<file path="config.mk">
export PLATFORM = sky130hd
export DESIGN_NAME = bfp_ctl
export DESIGN_NICKNAME = d
export VERILOG_FILES = /design/src/core/bfp_pkg.sv /design/src/core/bfp_ctl.sv /design/src/core/bfp_flt.sv
export SDC_FILE = /design/constraint.sdc
export NUM_CORES = 2
export LEC_CHECK = 0
export ABC_AREA = 1
export BUFFER_PORTS_ARGS = -buffer_cell sky130_fd_sc_hd__buf_2
export CAP_MARGIN = 15
export CELL_PAD_IN_SITES_DETAIL_PLACEMENT = 1
export CELL_PAD_IN_SITES_GLOBAL_PLACEMENT = 1
export CORE_MARGIN = 1
export CORE_UTILIZATION = 45
export DETAILED_ROUTE_END_ITERATION = 6
export MAX_ROUTING_LAYER = met4
export PLACE_DENSITY_LB_ADDON = 0.1
export SYNTH_ARGS = -nofsm -noshare
export SYNTH_HDL_FRONTEND = slang
export SYNTH_SLANG_ARGS = --single-unit
export TNS_END_PERCENT = 50
</file>
<file path="constraint.sdc">
create_clock -name clk_i -period 6.07 [get_ports clk_i]
set_clock_uncertainty 0.2 [all_clocks]
set_input_delay 0.3035 -clock clk_i [delete_from_list [all_inputs] [get_ports clk_i]]
set_output_delay 0.3035 -clock clk_i [all_outputs]
set_load 0.03 [all_outputs]
</file>
<file path="src/core/bfp_pkg.sv">
package bfp_pkg;

  // ****************************************
  // timing
  // ****************************************
  localparam int CLK_PERIOD_NS = 10;
  localparam int TICK_NS       = 10000;
  localparam int TICK_CYC      = TICK_NS / CLK_PERIOD_NS;
  localparam int TICKS_PER_MS  = 1000000 / TICK_NS;
  localparam int DLY_W         = 20;
  localparam int NCELL         = 5;

  localparam int OW_DLY_MS     = 4500;
  localparam int TEMP_DLY_MS   = 4500;
  localparam int OCC_DLY_MS    = 10;
  localparam int LD_DEG_MS     = 1;
  localparam int OV_DLY_MS [4] = '{500, 1000, 2000, 4500};
  localparam int UV_DLY_MS [4] = '{1000, 2000, 4500, 9000};
  localparam int REC_MS [2]    = '{250, 500};
  localparam int SCD_DLY_US [2] = '{400, 960};
  localparam int NVM_A_MS [8]  = '{10, 20, 45, 90, 180, 350, 700, 1420};
  localparam int NVM_B_MS [8]  = '{5, 10, 20, 45, 90, 180, 350, 700};
  localparam int STRAP_A_MS [6] = '{1420, 700, 350, 180, 90, 45};
  localparam int STRAP_B_MS [6] = '{700, 350, 180, 90, 45, 20};

  // ****************************************
  // register map and codes
  // ****************************************
  localparam logic [7:0] ADR_CTRL    = 8'h00;
  localparam logic [7:0] ADR_STAT    = 8'h04;
  localparam logic [7:0] ADR_CELL    = 8'h08;
  localparam int         CELL_UV_POS = 8;
  localparam int         CELL_OW_POS = 16;

  localparam logic [2:0] T_OVT    = 3'h0;
  localparam logic [2:0] T_OVR    = 3'h1;
  localparam logic [2:0] T_UVT    = 3'h2;
  localparam logic [2:0] T_UVR    = 3'h3;
  localparam logic [2:0] T_OWT    = 3'h4;
  localparam logic [2:0] T_OWR    = 3'h5;
  localparam logic [2:0] T_FC     = 3'h6;
  localparam logic [2:0] T_LAST   = 3'h7;
  localparam logic [2:0] TEMP_IDX = 3'h7;

  localparam logic [1:0] REC_LOAD  = 2'h0;
  localparam logic [1:0] REC_TIMER = 2'h1;
  localparam logic [2:0] STRAP_NVM = 3'h6;
  localparam int         CUR_OCC   = 3;

  typedef struct packed {
    logic [2:0] nvm_b;
    logic [2:0] nvm_a;
    logic       scd_long;
    logic       rec_long;
    logic       uv_load;
    logic [1:0] rec_mode;
    logic [1:0] uv_dly;
    logic [1:0] ov_dly;
  } bfp_cfg_s;

  localparam bfp_cfg_s CFG_RST = '0;

  typedef enum logic [1:0] {CUR_OK, CUR_TIMING, CUR_WAIT_LOAD} bfp_cur_e;

  function automatic logic [DLY_W-1:0] ms2tk(input int ms);
    return DLY_W'(ms * TICKS_PER_MS);
  endfunction

  function automatic logic [DLY_W-1:0] us2tk(input int us);
    return DLY_W'(us * TICKS_PER_MS / 1000);
  endfunction

endpackage

</file>
<file path="src/core/bfp_ctl.sv">
`timescale 1ns/1ps

// Overview of operation
// - one comparator scans cell and temperature checks, one the currents
// - cells are scanned one by one from cell 1 to selected top cell
// - overvoltage for its delay drops charge drive; recovers with hysteresis
// - after reset all cells start in overvoltage fault, cleared after delay
// - overvoltage cell balances until full charge or fault recovery
// - charge drive off enables state comparator; discharge current restores
// - undervoltage for its delay drops discharge drive; optional load check
// - during undervoltage, charge current restores discharge drive
// - undervoltage or override disables discharge overcurrent detectors
// - open wire held for delay drops both drives; recovers with hysteresis
// - open-wire delay starts at first low reading; all recoveries needed
// - first discharge overcurrent drops both drives; three recovery modes
// - second discharge overcurrent behaves the same way
// - short circuit drops both drives with the same recovery modes
// - charge overcurrent drops both drives; same modes, but load check needs load present
// - delay strap is read once after reset and picks paired delays
// - strap codes 6 and 7 take both delays from stored settings
// - recovery timer starts at trip; combined mode checks load at expiry
// - load pin pulldown only during load-recovered faults
// - load present or removed after pin is stable for the deglitch time
// - only the state comparator turns a drive on while a fault affecting it stands
module bfp_ctl #(
  parameter int NCELL    = bfp_pkg::NCELL,
  parameter int TICK_CYC = bfp_pkg::TICK_CYC
) (
  input  wire logic             clk_i,
  input  wire logic             rst_i,
  input  wire logic             wb_cyc_i,
  input  wire logic             wb_stb_i,
  input  wire logic             wb_we_i,
  input  wire logic [7:0]       wb_adr_i,
  input  wire logic [3:0]       wb_sel_i,
  input  wire logic [31:0]      wb_dat_i,
  output logic      [31:0]      wb_dat_o,
  output logic                  wb_ack_o,
  input  wire logic [2:0]       cell_count_select_i,
  input  wire logic [2:0]       overcurrent_delay_strap_i,
  input  wire logic             discharge_override_in_i,
  input  wire logic             cmp1_res_i,
  input  wire logic             cmp2_res_i,
  input  wire logic             chg_current_i,
  input  wire logic             dsg_current_i,
  input  wire logic             load_sense_pin_i,
  output logic                  load_sense_pin_o,
  output logic                  load_sense_pin_oe_o,
  output logic      [5:0]       cmp1_sel_o,
  output logic      [1:0]       cmp2_sel_o,
  output logic                  ocd_det_en_o,
  output logic                  state_cmp_en_o,
  output logic                  charge_fet_drive_o,
  output logic                  discharge_fet_drive_o,
  output logic      [NCELL-1:0] bal_o
);

  localparam int DW = bfp_pkg::DLY_W;
  localparam int TW = $clog2(TICK_CYC + 1);
  localparam int SW = 12;
  localparam int CW = $bits(bfp_pkg::bfp_cfg_s);

  // ****************************************
  // pin synchronisers and time base
  // ****************************************
  logic [SW-1:0] sy1_q;
  logic [SW-1:0] sy2_q;
  logic [TW-1:0] tick_cnt_q;
  logic          tick_q;

  always_ff @(posedge clk_i)
  begin
    if (rst_i)
    begin
      sy1_q <= '0;
      sy2_q <= '0;
    end
    else
    begin
      sy1_q <= {load_sense_pin_i, dsg_current_i, chg_current_i,
                discharge_override_in_i, cmp2_res_i, cmp1_res_i,
                overcurrent_delay_strap_i, cell_count_select_i};
      sy2_q <= sy1_q;
    end
  end

  wire [2:0] ccs_s     = sy2_q[2:0];
  wire [2:0] strap_s   = sy2_q[5:3];
  wire       cmp1_s    = sy2_q[6];
  wire       cmp2_s    = sy2_q[7];
  wire       ovr_s     = sy2_q[8];
  wire       chg_cur_s = sy2_q[9];
  wire       dsg_cur_s = sy2_q[10];
  wire       ld_s      = sy2_q[11];

  always_ff @(posedge clk_i)
  begin
    if (rst_i || tick_cnt_q == TW'(TICK_CYC - 1))
      tick_cnt_q <= '0;
    else
      tick_cnt_q <= tick_cnt_q + 1'b1;
    tick_q <= !rst_i && tick_cnt_q == TW'(TICK_CYC - 1);
  end

  // ****************************************
  // register file
  // ****************************************
  bfp_pkg::bfp_cfg_s cfg_q;
  logic              ack_q;
  logic [31:0]       dat_q;

  wire        req    = wb_cyc_i && wb_stb_i && !ack_q;
  wire [7:0]  adr_w  = {wb_adr_i[7:2], 2'b00};
  wire        wr_cfg = req && wb_we_i && adr_w == bfp_pkg::ADR_CTRL;
  wire [31:0] cfg_o  = 32'(cfg_q);
  wire [31:0] cfg_m;

  genvar b;
  generate
    for (b = 0; b < 4; b++)
    begin : g_lane
      assign cfg_m[b*8 +: 8] = wb_sel_i[b] ? wb_dat_i[b*8 +: 8]
                                           : cfg_o[b*8 +: 8];
    end
  endgenerate

  always_ff @(posedge clk_i)
  begin
    if (rst_i)
      cfg_q <= bfp_pkg::CFG_RST;
    else if (wr_cfg)
      cfg_q <= cfg_m[CW-1:0];
  end

  // ****************************************
  // comparator 1 and 2 schedule
  // ****************************************
  logic [2:0] c1_idx_q;
  logic [2:0] c1_tst_q;
  logic [1:0] c2_sel_q;

  wire [2:0] cell_top = (ccs_s == 3'h0 || ccs_s > 3'(NCELL)) ?
                        3'(NCELL - 1) : ccs_s - 3'h1;
  wire       c1_temp  = c1_idx_q == bfp_pkg::TEMP_IDX;
  wire       c1_eor   = c1_temp ? c1_tst_q == bfp_pkg::T_LAST
                                : c1_tst_q == bfp_pkg::T_FC;
  wire [2:0] c1_nxt   = c1_idx_q >= cell_top ? bfp_pkg::TEMP_IDX
                                             : c1_idx_q + 3'h1;

  function automatic logic hit(input logic [2:0] idx, input logic [2:0] t);
    return tick_q && c1_idx_q == idx && c1_tst_q == t;
  endfunction

  always_ff @(posedge clk_i)
  begin
    if (rst_i)
    begin
      c1_idx_q <= '0;
      c1_tst_q <= '0;
      c2_sel_q <= '0;
    end
    else if (tick_q)
    begin
      c1_idx_q <= !c1_eor ? c1_idx_q : c1_temp ? 3'h0 : c1_nxt;
      c1_tst_q <= c1_eor ? 3'h0 : c1_tst_q + 3'h1;
      c2_sel_q <= c2_sel_q + 2'h1;
    end
  end

  assign cmp1_sel_o = {c1_idx_q, c1_tst_q};
  assign cmp2_sel_o = c2_sel_q;

  // ****************************************
  // cell and temperature faults
  // ****************************************
  logic [NCELL-1:0] ov_flt;
  logic [NCELL-1:0] uv_flt;
  logic [NCELL-1:0] ow_flt;
  logic [NCELL-1:0] fc_q;
  logic [NCELL-1:0] bal_q;
  logic [3:0]       tflt;

  wire [DW-1:0] ov_dly = bfp_pkg::ms2tk(bfp_pkg::OV_DLY_MS[cfg_q.ov_dly]);
  wire [DW-1:0] uv_dly = bfp_pkg::ms2tk(bfp_pkg::UV_DLY_MS[cfg_q.uv_dly]);
  wire [DW-1:0] ow_dly = bfp_pkg::ms2tk(bfp_pkg::OW_DLY_MS);
  wire [DW-1:0] t_dly  = bfp_pkg::ms2tk(bfp_pkg::TEMP_DLY_MS);

  genvar c;
  generate
    for (c = 0; c < NCELL; c++)
    begin : g_cell
      // unscanned cells are cleared so they cannot hold a drive off
      wire off = 3'(c) > cell_top;
      bfp_flt #(.INIT(1'b1), .W(DW)) u_ov (
        .clk_i      (clk_i),
        .rst_i      (rst_i),
        .tick_i     (tick_q),
        .smp_trip_i (hit(3'(c), bfp_pkg::T_OVT)),
        .smp_rec_i  (hit(3'(c), bfp_pkg::T_OVR)),
        .res_i      (cmp1_s),
        .dly_i      (ov_dly),
        .clr_i      (off),
        .flt_o      (ov_flt[c])
      );
      bfp_flt #(.INIT(1'b0), .W(DW)) u_uv (
        .clk_i      (clk_i),
        .rst_i      (rst_i),
        .tick_i     (tick_q),
        .smp_trip_i (hit(3'(c), bfp_pkg::T_UVT)),
        .smp_rec_i  (hit(3'(c), bfp_pkg::T_UVR)),
        .res_i      (cmp1_s),
        .dly_i      (uv_dly),
        .clr_i      (off),
        .flt_o      (uv_flt[c])
      );
      bfp_flt #(.INIT(1'b0), .W(DW)) u_ow (
        .clk_i      (clk_i),
        .rst_i      (rst_i),
        .tick_i     (tick_q),
        .smp_trip_i (hit(3'(c), bfp_pkg::T_OWT)),
        .smp_rec_i  (hit(3'(c), bfp_pkg::T_OWR)),
        .res_i      (cmp1_s),
        .dly_i      (ow_dly),
        .clr_i      (off),
        .flt_o      (ow_flt[c])
      );
      always_ff @(posedge clk_i)
      begin
        if (rst_i || !ov_flt[c])
          fc_q[c] <= 1'b0;
        else if (hit(3'(c), bfp_pkg::T_FC) && cmp1_s)
          fc_q[c] <= 1'b1;
        bal_q[c] <= !rst_i && ov_flt[c] && !fc_q[c];
      end
    end
  endgenerate

  genvar t;
  generate
    for (t = 0; t < 4; t++)
    begin : g_temp
      bfp_flt #(.INIT(1'b0), .W(DW)) u_t (
        .clk_i      (clk_i),
        .rst_i      (rst_i),
        .tick_i     (tick_q),
        .smp_trip_i (hit(bfp_pkg::TEMP_IDX, 3'(2 * t))),
        .smp_rec_i  (hit(bfp_pkg::TEMP_IDX, 3'(2 * t + 1))),
        .res_i      (cmp1_s),
        .dly_i      (t_dly),
        .clr_i      (1'b0),
        .flt_o      (tflt[t])
      );
    end
  endgenerate

  wire hot_charge_fault  = tflt[0];
  wire cold_charge_fault = tflt[1];
  wire ov_any = |ov_flt;
  wire ow_any = |ow_flt;
  wire uv_v   = |uv_flt;

  // ****************************************
  // load sense
  // ****************************************
  logic          ld_last_q;
  logic          ld_pres_q;
  logic          ld_rem_q;
  logic [DW-1:0] ld_cnt_q;
  logic          uv_hold_q;

  always_ff @(posedge clk_i)
  begin
    if (rst_i || ld_s != ld_last_q)
    begin
      ld_last_q <= !rst_i && ld_s;
      ld_cnt_q  <= '0;
      ld_pres_q <= 1'b0;
      ld_rem_q  <= 1'b0;
    end
    else if (tick_q && ld_cnt_q >= bfp_pkg::ms2tk(bfp_pkg::LD_DEG_MS))
    begin
      ld_pres_q <= ld_s;
      ld_rem_q  <= !ld_s;
    end
    else if (tick_q)
      ld_cnt_q <= ld_cnt_q + 1'b1;
  end

  // optional load removal keeps undervoltage standing after voltage recovers
  always_ff @(posedge clk_i)
  begin
    if (rst_i)
      uv_hold_q <= 1'b0;
    else if (uv_v)
      uv_hold_q <= 1'b1;
    else if (!cfg_q.uv_load || ld_rem_q)
      uv_hold_q <= 1'b0;
  end

  wire uv_any = uv_v || uv_hold_q;

  // ****************************************
  // current faults and recovery timer
  // ****************************************
  logic [3:0]        cur_flt;
  logic [3:0]        cur_clr;
  logic [DW-1:0]     rec_cnt_q;
  bfp_pkg::bfp_cur_e cur_q;
  bfp_pkg::bfp_cur_e cur_d;
  logic              rec_go;
  logic [2:0]        strap_q;
  logic              strap_done_q;
  logic [DW-1:0]     cur_dly [4];

  wire ocd_off  = uv_any || ovr_s;
  wire cur_any  = |cur_flt;
  wire [1:0] rec_mode = cfg_q.rec_mode;
  wire use_nvm  = strap_q >= bfp_pkg::STRAP_NVM;
  wire load_ok  = cur_flt[bfp_pkg::CUR_OCC] ? ld_pres_q : ld_rem_q;
  wire [DW-1:0] rec_dly = bfp_pkg::ms2tk(bfp_pkg::REC_MS[cfg_q.rec_long]);
  wire rec_exp  = rec_cnt_q >= rec_dly;

  // the strap is read once; later changes on the pin are ignored
  always_ff @(posedge clk_i)
  begin
    if (rst_i)
    begin
      strap_q      <= '0;
      strap_done_q <= 1'b0;
    end
    else if (tick_q && !strap_done_q)
    begin
      strap_q      <= strap_s;
      strap_done_q <= 1'b1;
    end
  end

  assign cur_dly[0] = use_nvm ?
    bfp_pkg::ms2tk(bfp_pkg::NVM_A_MS[cfg_q.nvm_a]) :
    bfp_pkg::ms2tk(bfp_pkg::STRAP_A_MS[strap_q]);
  assign cur_dly[1] = use_nvm ?
    bfp_pkg::ms2tk(bfp_pkg::NVM_B_MS[cfg_q.nvm_b]) :
    bfp_pkg::ms2tk(bfp_pkg::STRAP_B_MS[strap_q]);
  assign cur_dly[2] = bfp_pkg::us2tk(bfp_pkg::SCD_DLY_US[cfg_q.scd_long]);
  assign cur_dly[3] = bfp_pkg::ms2tk(bfp_pkg::OCC_DLY_MS);

  genvar k;
  generate
    for (k = 0; k < 4; k++)
    begin : g_cur
      // k: 0 first, 1 second discharge overcurrent, 2 short, 3 charge
      assign cur_clr[k] = rec_go || (k < 3 && ocd_off && !cur_flt[k]);
      bfp_flt #(.INIT(1'b0), .W(DW)) u_c (
        .clk_i      (clk_i),
        .rst_i      (rst_i),
        .tick_i     (tick_q),
        .smp_trip_i (tick_q && c2_sel_q == 2'(k) &&
                     (k == 3 || !ocd_off)),
        .smp_rec_i  (1'b0),
        .res_i      (cmp2_s),
        .dly_i      (cur_dly[k]),
        .clr_i      (cur_clr[k]),
        .flt_o      (cur_flt[k])
      );
    end
  endgenerate

  always_comb
  begin
    cur_d  = cur_q;
    rec_go = 1'b0;
    case (cur_q)
      bfp_pkg::CUR_OK:
        if (cur_any)
          cur_d = rec_mode == bfp_pkg::REC_LOAD ? bfp_pkg::CUR_WAIT_LOAD
                                                : bfp_pkg::CUR_TIMING;
      bfp_pkg::CUR_TIMING:
        if (rec_exp && (rec_mode == bfp_pkg::REC_TIMER || load_ok))
          rec_go = 1'b1;
      bfp_pkg::CUR_WAIT_LOAD:
        if (load_ok)
          rec_go = 1'b1;
      default:
        cur_d = bfp_pkg::CUR_OK;
    endcase
    if (rec_go)
      cur_d = bfp_pkg::CUR_OK;
  end

  always_ff @(posedge clk_i)
  begin
    cur_q <= rst_i ? bfp_pkg::CUR_OK : cur_d;
    if (rst_i || cur_q != bfp_pkg::CUR_TIMING || rec_exp)
      rec_cnt_q <= '0;
    else if (tick_q)
      rec_cnt_q <= rec_cnt_q + 1'b1;
  end

  // ****************************************
  // drivers and pins
  // ****************************************
  logic chg_q;
  logic dsg_q;
  logic stcmp_q;
  logic ocd_en_q;
  logic ld_oe_q;
  logic ld_o_q;

  // faults that the state comparator must never override
  wire hard    = ow_any || tflt[2] || tflt[3] || cur_any;
  wire chg_off = ov_any || hot_charge_fault || cold_charge_fault || hard;
  wire dsg_off = uv_any || ovr_s || hard;
  wire chg_d   = !chg_off || (dsg_cur_s && !hard);
  wire dsg_d   = !dsg_off || (chg_cur_s && uv_any && !hard && !ovr_s);
  wire ld_need = (uv_any && cfg_q.uv_load) ||
                 (cur_any && rec_mode != bfp_pkg::REC_TIMER);

  always_ff @(posedge clk_i)
  begin
    if (rst_i)
    begin
      chg_q    <= 1'b0;
      dsg_q    <= 1'b0;
      stcmp_q  <= 1'b1;
      ocd_en_q <= 1'b1;
      ld_oe_q  <= 1'b0;
      ld_o_q   <= 1'b0;
    end
    else
    begin
      chg_q    <= chg_d;
      dsg_q    <= dsg_d;
      stcmp_q  <= chg_off || uv_any;
      ocd_en_q <= !ocd_off;
      ld_oe_q  <= ld_need;
      ld_o_q   <= 1'b0;
    end
  end

  assign charge_fet_drive_o    = chg_q;
  assign discharge_fet_drive_o = dsg_q;
  assign state_cmp_en_o        = stcmp_q;
  assign ocd_det_en_o          = ocd_en_q;
  assign load_sense_pin_oe_o   = ld_oe_q;
  assign load_sense_pin_o      = ld_o_q;
  assign bal_o                 = bal_q;

  // ****************************************
  // bus read
  // ****************************************
  wire [31:0] rd_stat = {12'h0, strap_q, cur_q, ld_rem_q, ld_pres_q,
                         dsg_q, chg_q, cur_flt, tflt, ow_any, uv_any, ov_any};
  wire [31:0] rd_cell = 32'(ov_flt) | (32'(uv_flt) << bfp_pkg::CELL_UV_POS) |
                        (32'(ow_flt) << bfp_pkg::CELL_OW_POS);
  wire [31:0] rd_w    = adr_w == bfp_pkg::ADR_CTRL ? cfg_o :
                        adr_w == bfp_pkg::ADR_STAT ? rd_stat :
                        adr_w == bfp_pkg::ADR_CELL ? rd_cell : 32'h0;

  always_ff @(posedge clk_i)
  begin
    ack_q <= !rst_i && req;
    dat_q <= (req && !wb_we_i) ? rd_w : 32'h0;
  end

  assign wb_ack_o = ack_q;
  assign wb_dat_o = dat_q;
endmodule

</file>
<file path="src/core/bfp_flt.sv">
`timescale 1ns/1ps

module bfp_flt #(
  parameter bit INIT = 1'b0,
  parameter int W    = bfp_pkg::DLY_W
) (
  input  wire logic         clk_i,
  input  wire logic         rst_i,
  input  wire logic         tick_i,
  input  wire logic         smp_trip_i,
  input  wire logic         smp_rec_i,
  input  wire logic         res_i,
  input  wire logic [W-1:0] dly_i,
  input  wire logic         clr_i,
  output logic              flt_o
);

  logic [W-1:0] cnt_q;
  logic         run_q;

  // a fault only looks at recovery samples, a clean state at trip samples
  wire smp  = flt_o ? smp_rec_i : smp_trip_i;
  wire done = run_q && (cnt_q >= dly_i);

  always_ff @(posedge clk_i)
  begin
    if (rst_i || clr_i)
    begin
      flt_o <= rst_i ? INIT : 1'b0;
      cnt_q <= '0;
      run_q <= 1'b0;
    end
    else if (smp && !res_i)
    begin
      cnt_q <= '0;
      run_q <= 1'b0;
    end
    else if (smp && done)
    begin
      flt_o <= !flt_o;
      cnt_q <= '0;
      run_q <= 1'b0;
    end
    else
    begin
      if (smp)
        run_q <= 1'b1;
      if (tick_i && run_q && !done)
        cnt_q <= cnt_q + 1'b1;
    end
  end

endmodule

</file>
# After elaboration in Yosys (flattened, before gate mapping)
# Memory sizes are Yosys's and may differ from the RTL's.
# Index checks and enable logic that the tools add are counted.
[word_totals] ff_bits=651 in_bits=61 memories=4 elab_cells=713 output_inout_bits=52 romBits=1024
[op_classes] n_addsub=30 mul=8 n_lt_le_gt_ge=40 bitwise=31 div=1 reduce_logical=379 n_eq_ne=30 muxes=78
[mem_list] name="(no name shown)" depth=8 width=32 rd=1 rd_ports_with_merged_regs=0 write_ports=0 line="bfp_ctl.sv:343" source="bfp_pkg::ms2tk(bfp_pkg::STRAP_B_MS[strap_q]);"
[mem_list] name="(no name shown)" depth=8 width=32 rd=1 rd_ports_with_merged_regs=0 write_ports=0 line="bfp_ctl.sv:342" source="bfp_pkg::ms2tk(bfp_pkg::NVM_B_MS[cfg_q.nvm_b]) :"
[mem_list] name="(no name shown)" depth=8 width=32 rd=1 rd_ports_with_merged_regs=0 write_ports=0 line="bfp_ctl.sv:340" source="bfp_pkg::ms2tk(bfp_pkg::STRAP_A_MS[strap_q]);"
[mem_list] name="(no name shown)" depth=8 width=32 rd=1 rd_ports_with_merged_regs=0 write_ports=0 line="bfp_ctl.sv:339" source="bfp_pkg::ms2tk(bfp_pkg::NVM_A_MS[cfg_q.nvm_a]) :"
[op_table] cell="2-to-1 mux 32 bit" count=16
[op_table] cell="adder 20 x 1 -> 20 bit, second input constant" count=25
[op_table] cell="greater-or-equal comparator 20 bit" count=14
[op_table] cell="multiplier 32 x 6 -> 18 bit, second input constant" count=7
[op_table] cell="logical AND 1 bit" count=206
[op_table] cell="greater-or-equal comparator 20 x 19 -> 1 bit, second input constant" count=9
[op_table] cell="binary-select mux 32 bit (select 2 bit)" count=2
[op_table] cell="2-to-1 mux 20 bit" count=4
[op_table] cell="OR reduction 3 bit" count=23
[op_table] cell="zero test 1 bit" count=64
[op_table] cell="AND reduction 2 bit" count=28
[op_table] cell="2-to-1 mux 1 bit" count=45
[op_table] cell="logical OR 1 bit" count=37
[op_table] cell="divider 32 x 11 -> 32 bit, second input constant" count=1
[op_table] cell="multiplier 32 x 6 -> 30 bit, second input constant" count=1
[op_table] cell="inverter 1 bit" count=22
[op_table] cell="OR 13 x 21 -> 21 bit" count=1
[op_table] cell="greater-or-equal comparator 20 x 10 -> 1 bit, second input constant" count=1
[op_table] cell="greater-or-equal comparator 20 x 7 -> 1 bit, second input constant" count=1
[op_table] cell="equality test 3 bit, second input constant" count=6
[op_table] cell="2-to-1 mux 15 bit" count=1
[op_table] cell="OR reduction 5 bit" count=3
[op_table] cell="inequality test 2 x 1 -> 1 bit, second input constant" count=7
[op_table] cell="OR 5 x 13 -> 13 bit" count=1
[op_table] cell="other kinds (36)" count=72

# Depth between registers and ports, before layout
[logic_depth] word_depth=12 ltp_mapped=35

# Cells and area by module
# Synthesis repeated with hierarchy kept, for this count alone.
[hier_totals] hier_cells=8916 area_unflattened_um2=59998.8
[modules_own_cells] mod="bfp_flt (g_cell[0].u_ow ...)" area_each_um2=2165.8 n_inst=17 seq_area_each_um2=440.4 cells_each=327
[modules_own_cells] mod="bfp_ctl" area_each_um2=10959.3 n_inst=1 seq_area_each_um2=2912.8 cells_each=1550
[modules_own_cells] mod="bfp_flt (g_cell[0].u_ov ...)" area_each_um2=2018.2 n_inst=5 seq_area_each_um2=450.4 cells_each=296
[modules_own_cells] mod="bfp_flt (g_temp[3].u_t)" area_each_um2=2129.5 n_inst=1 seq_area_each_um2=440.4 cells_each=327

# Worst setup path before layout
# Ideal clock, no wire load.
[synth_path] path_type="register to register" from="reg cfg_q, in the netlist cfg_o[10]" to="reg g_cur[0].u_c.cnt_q[14]" t_required_ps=5792 path_buffers=1 setup_time_ps=78 setup_slack_ps=1310 period_less_slack_ps=4760 stages_incl_launch_ff=30 arrival_ps=4483 cell_sequence="dfxtp_1 > inv_1 > ha_1 > nor2_1 > nor2_1 > ha_1 > fa_1 > ha_1 > ha_1 > a21oi_1 > o21a_1 > nand2_1 > nand2_1 > nand3b_1 > nand2_1 > nand2_1 > o21ai_0 > inv_1 > ha_1 > nand2_1 > nor2_1 > nand2_1 > nor2_1 > a21oi_1 > nand4_2 > buf_4 > nand2_1 > nand2_1 > inv_1 > nor3_1"
[synth_via] elab_chain_len=10 elab_cells_between_ends=12 classes_between="1 x mul; 1 x order compare; 3 x mux; 1 x bitwise; 5 x reduce/logical; 1 x memory"
[synth_lines] element="start: declaration" line="bfp_ctl.sv:108" source="bfp_pkg::bfp_cfg_s cfg_q;"
[synth_lines] element="start signal: assignment" line="bfp_ctl.sv:130" source="cfg_q <= bfp_pkg::CFG_RST;"
[synth_lines] element="start signal: assignment" line="bfp_ctl.sv:132" source="cfg_q <= cfg_m[CW-1:0];"
[synth_lines] element="inverter 3 -> 4 bit (implied by the code) (*)" line="bfp_ctl.sv:339"
[synth_lines] element="memory (8 x 32 bit) (*)"
[synth_lines] element="2-to-1 mux 32 bit (implied by the code) (*) (2 in series)" line="bfp_ctl.sv:339"
[synth_lines] element="multiplier 32 x 6 -> 18 bit (*)" line="bfp_pkg.sv:66" source="return DLY_W'(ms * TICKS_PER_MS);"
[synth_lines] element="2-to-1 mux 20 bit (*)" line="bfp_ctl.sv:338" source="assign cur_dly[0] = use_nvm ?"
[synth_lines] element="greater-or-equal comparator 20 bit (*)" line="bfp_flt.sv:23" source="wire done = run_q && (cnt_q >= dly_i);"
[synth_lines] element="logical AND 1 bit (*)" line="bfp_flt.sv:23"
[synth_lines] element="logical AND 1 bit / zero test 1 bit (equally long branches)" line="bfp_flt.sv:38, bfp_flt.sv:48"
[synth_lines] element="OR reduction 3 bit (no line) / logical AND 1 bit (equally long branches)"
[synth_lines] element="end signal: assignment" line="bfp_flt.sv:49" source="cnt_q <= cnt_q + 1'b1;"
[synth_lines] element="end: declaration" line="bfp_flt.sv:18" source="logic [W-1:0] cnt_q;"
# Mark *: on every way between the ends. The rest lies on a longest branch, timed or not. The select of a mux whose other input is x is not followed.
# A chain may end at the register's enable or synchronous reset.

# Final worst setup path
[layout_path] from="reg cfg_q, in the netlist cfg_o[9]" to="reg g_cur[0].u_c.cnt_q[6]"
# The elaborated chain is that of the path after synthesis.

==> impl_metrics.json <==
{
  "die-area_um2": 96300,
  "power.share.sequential": 0.458,
  "holdWs_ps": 53.2,
  "grt_pass1_vias": 40969,
  "ant_nets": 0,
  "powerDensity_nw_per_um2": 199,
  "synth-main-ff-cell": "dfxtp_1",
  "antenna_found_initial": 7,
  "vias_per_cell": 5.32,
  "rows": 112,
  "wl_um": 129000,
  "p_sw_uw": 2250,
  "cts_setup_buffers": 0,
  "dpl.hpwl_um": 95200,
  "nFillCells": 12189,
  "clkPwrFrac": 0.516,
  "synth_area_um2": 42800,
  "slew_headroom": 0.276,
  "setup_violations": 0,
  "regArea_um2": 13100,
  "critPathMaxStageDelay_ps": 430,
  "ir_drop_mv": 0.199,
  "grt_max_degree": 43,
  "synthCells": 6182,
  "vias": 40341,
  "pre_cts_ws_ps": 290,
  "cp_data_arrival_time_ps": 5930,
  "fin_tns_setup_ps": 0,
  "cts_buffers": 80,
  "h-tree-depth": 3,
  "cts_tree": "built",
  "worstPathRequired_ps": 6420,
  "power_frac_comb": 0.026,
  "chipWidth_um": 310,
  "hold_start": "rst_i",
  "drt_iter0_drc": 2061,
  "cp-end-kind": "flip-flop",
  "period_needed_ps": 5580,
  "multi_input_area_um2": 26300,
  "ys_seq_area_frac": 0.306,
  "die_h_um": 310,
  "portBuffers": 79,
  "ys_async_sr_fraction": 0,
  "syn_avg_cell_area_um2": 6.92,
  "core_um2": 93700,
  "start_util": 0.457,
  "finalCritPeriodShare": 0.919,
  "finish.utilization": 0.504,
  "dr.pass1.iters": 5,
  "p_int_uw": 7170,
  "area_growth_pct": 10.4,
  "path_class": "flip-flop to flip-flop",
  "status": "finished, final reports clean",
  "slowest_stage": "dfxtp_2",
  "clock-sinks": 651,
  "wire_per_inst_um": 17.0,
  "synth_cell_types": 64,
  "grt_overflow": 0,
  "startpoint_type": "flip-flop",
  "leakage_uw": 0.0189,
  "placedCellCount": 7396,
  "place.gp.congestion": 0.906,
  "fin_ws_ps": 493,
  "hold_viol": 0,
  "synth-warning-count": 0,
  "clkTransAtPathRegs_ps": 60,
  "hp-class": "primary input to flip-flop",
  "clockBufferDepth": 3,
  "grt_usage": 0.275,
  "final_cells": 7583,
  "worst-slew-pin-transition_ps": 1090,
  "grt_first_pass_wirelength_um": 210000,
  "max_freq_ghz": 0.179,
  "maxSlewViolCount": 0,
  "timing.rr.start": "cfg_o[9]$_SDFFE_PP0P_",
  "ys_ff_latch": 651,
  "p_sw_frac": 0.239,
  "cap_violations": 0,
  "nets": 6745,
  "synth-edff-count": 6,
  "crit_top_cell": "nand2_1",
  "clk_latency_ps": 680,
  "io_pins": 113,
  "crit_fanout": 21,
  "root_buffer": "clkbuf_16",
  "drive_gt1_frac": 0.0514,
  "critPathLaunch": "cfg_o[9]$_SDFFE_PP0P_",
  "drc": 0
}
==> worst max-delay path: cells and delay by family, from the launching register on <==
| family | cells | cell delay [ps] |
|---|---|---|
| DFF | 1 | 430 |
| adders and majority gates | 6 | 1680 |
| xor gates and xnor gates | 1 | 160 |
| and+or+nand+nor | 14 | 1750 |
| AOI/OAI and AO/OA | 5 | 930 |
| buffers and inverters | 3 | 290 |
==> cells in the mapped netlist (63+ instances only) <==
library cell	n	area, µm²
o21ai_0	160	801
xor2_1	256	2240
ha_1	413	5170
xnor2_1	145	1270
nor3_1	155	776
inv_1	647	2430
nand2_1	1666	6250
dfxtp_1	645	12900
nand4_1	145	907
nor4_1	63	394
nor2_1	587	2200
buf_2	77	385
nand3_1	271	1360
a21oi_1	620	3100
==> timing repair <==
action | in CTS | in global routing
gates resized for setup | 0 | 8
endpoints found under the setup margin | 0 | 23
hold buffers | 38 | 0
hold endpoints to repair | 28 | 0
==> layer usage <==
layer  up-vias  share of wire  GRT usage
met1     19397           0.48      0.355
met3       169          0.040     0.0391
met4         0          0.021     0.0659
met5         -              0          -
met2       481           0.46      0.450
li1      20294              -          -
==> through the flow <==
stage          cell area, µm²  power (µW)
6_report                47200        9410
5_1_grt                 47200        9710
4_1_cts                 47200        9550
3_5_place_dp            44200        4630
3_3_place_gp            44200        4620
2_1_floorplan           42900        4550
==> power groups by stage <==
stage | Clock, µW | Sequential, µW | Combinational, µW
final | 4860 | 4310 | 243
after global placement | 0 | 4400 | 223
after global routing | 5140 | 4310 | 263
after floorplan | 0 | 4400 | 142
after detailed placement | 0 | 4400 | 227
after CTS | 5000 | 4310 | 244
==> final timing paths <==
check | cells after the start | to | slack [ps]
setup reg to reg | 29 | g_cur[0].u_c.cnt_q[6]$_SDFFE_PP0P_ | 490
hold / removal | 3 | g_cell[0].u_ow.flt_o$_SDFFE_PP0P_ | 50
hold reg to reg | 2 | sy2_q[10]$_SDFF_PP0_ | 200
setup / recovery | 29 | g_cur[0].u_c.cnt_q[6]$_SDFFE_PP0P_ | 490
==> cell usage in the layout (no fill, tap or decap), types with 5 or more instances in the layout <==
master	count
buf_4	41
edfxtp_1	6
nor4_1	63
clkbuf_1	13
nand3_1	271
nor3b_1	20
conb_1	17
a21o_1	11
o21ai_0	160
nor3_2	11
xnor2_1	145
o211ai_1	17
inv_1	646
inv_2	18
nand4_2	5
o21a_1	15
fa_1	9
o22ai_1	5
dlygate4sd3_1	38
nand4_1	145
nand2_1	1666
clkbuf_16	81
mux2i_1	5
dfxtp_1	641
or2_2	6
o21ai_1	5
a31oi_1	20
a21oi_1	620
buf_2	79
nor2_2	5
clkbuf_8	13
xor2_1	256
and3_1	5
nand3b_1	17
nor3_1	155
ha_1	413
clkinv_2	20
nor2_1	584
==> registers in the layout, indices dropped and copies added (netlist names), 10 cells and up <==
name and flops:
sy1_q 12, ld_cnt_q 20, g_cell.u_uv.cnt_q 100, g_cell.u_ov.cnt_q 100, g_cell.u_ow.cnt_q 100, tick_cnt_q 10
sy2_q 12, g_cur.u_c.cnt_q 80, cfg_o 13, g_temp.u_t.cnt_q 80, wb_dat_o 21, rec_cnt_q 20
==> cells by family (layout without fill, tap and decap cells) <==
kind of cell,after synthesis,after routing,share of synthesized area
simple gates,2975,2975,0.295
compound gates,883,883,0.109
buf+inv,844,971,0.0816
flops,651,651,0.306
fa+ha+maj,422,422,0.125
xor+xnor,401,401,0.0821
mux,5,5,0.00117
other cells,1,21,0.0000876
==> final cells by class <==
class,instances,area share
Sequential cell,651,0.277
Clock inverter,38,0.00856
Inverter,667,0.0530
Antenna cell,4,0.000212
Multi-Input combinational cell,4703,0.557
Timing Repair Buffer,159,0.0232
Clock buffer,107,0.0477
Tap cell,1254,0.0332
(Power assumes the default switching activity.)
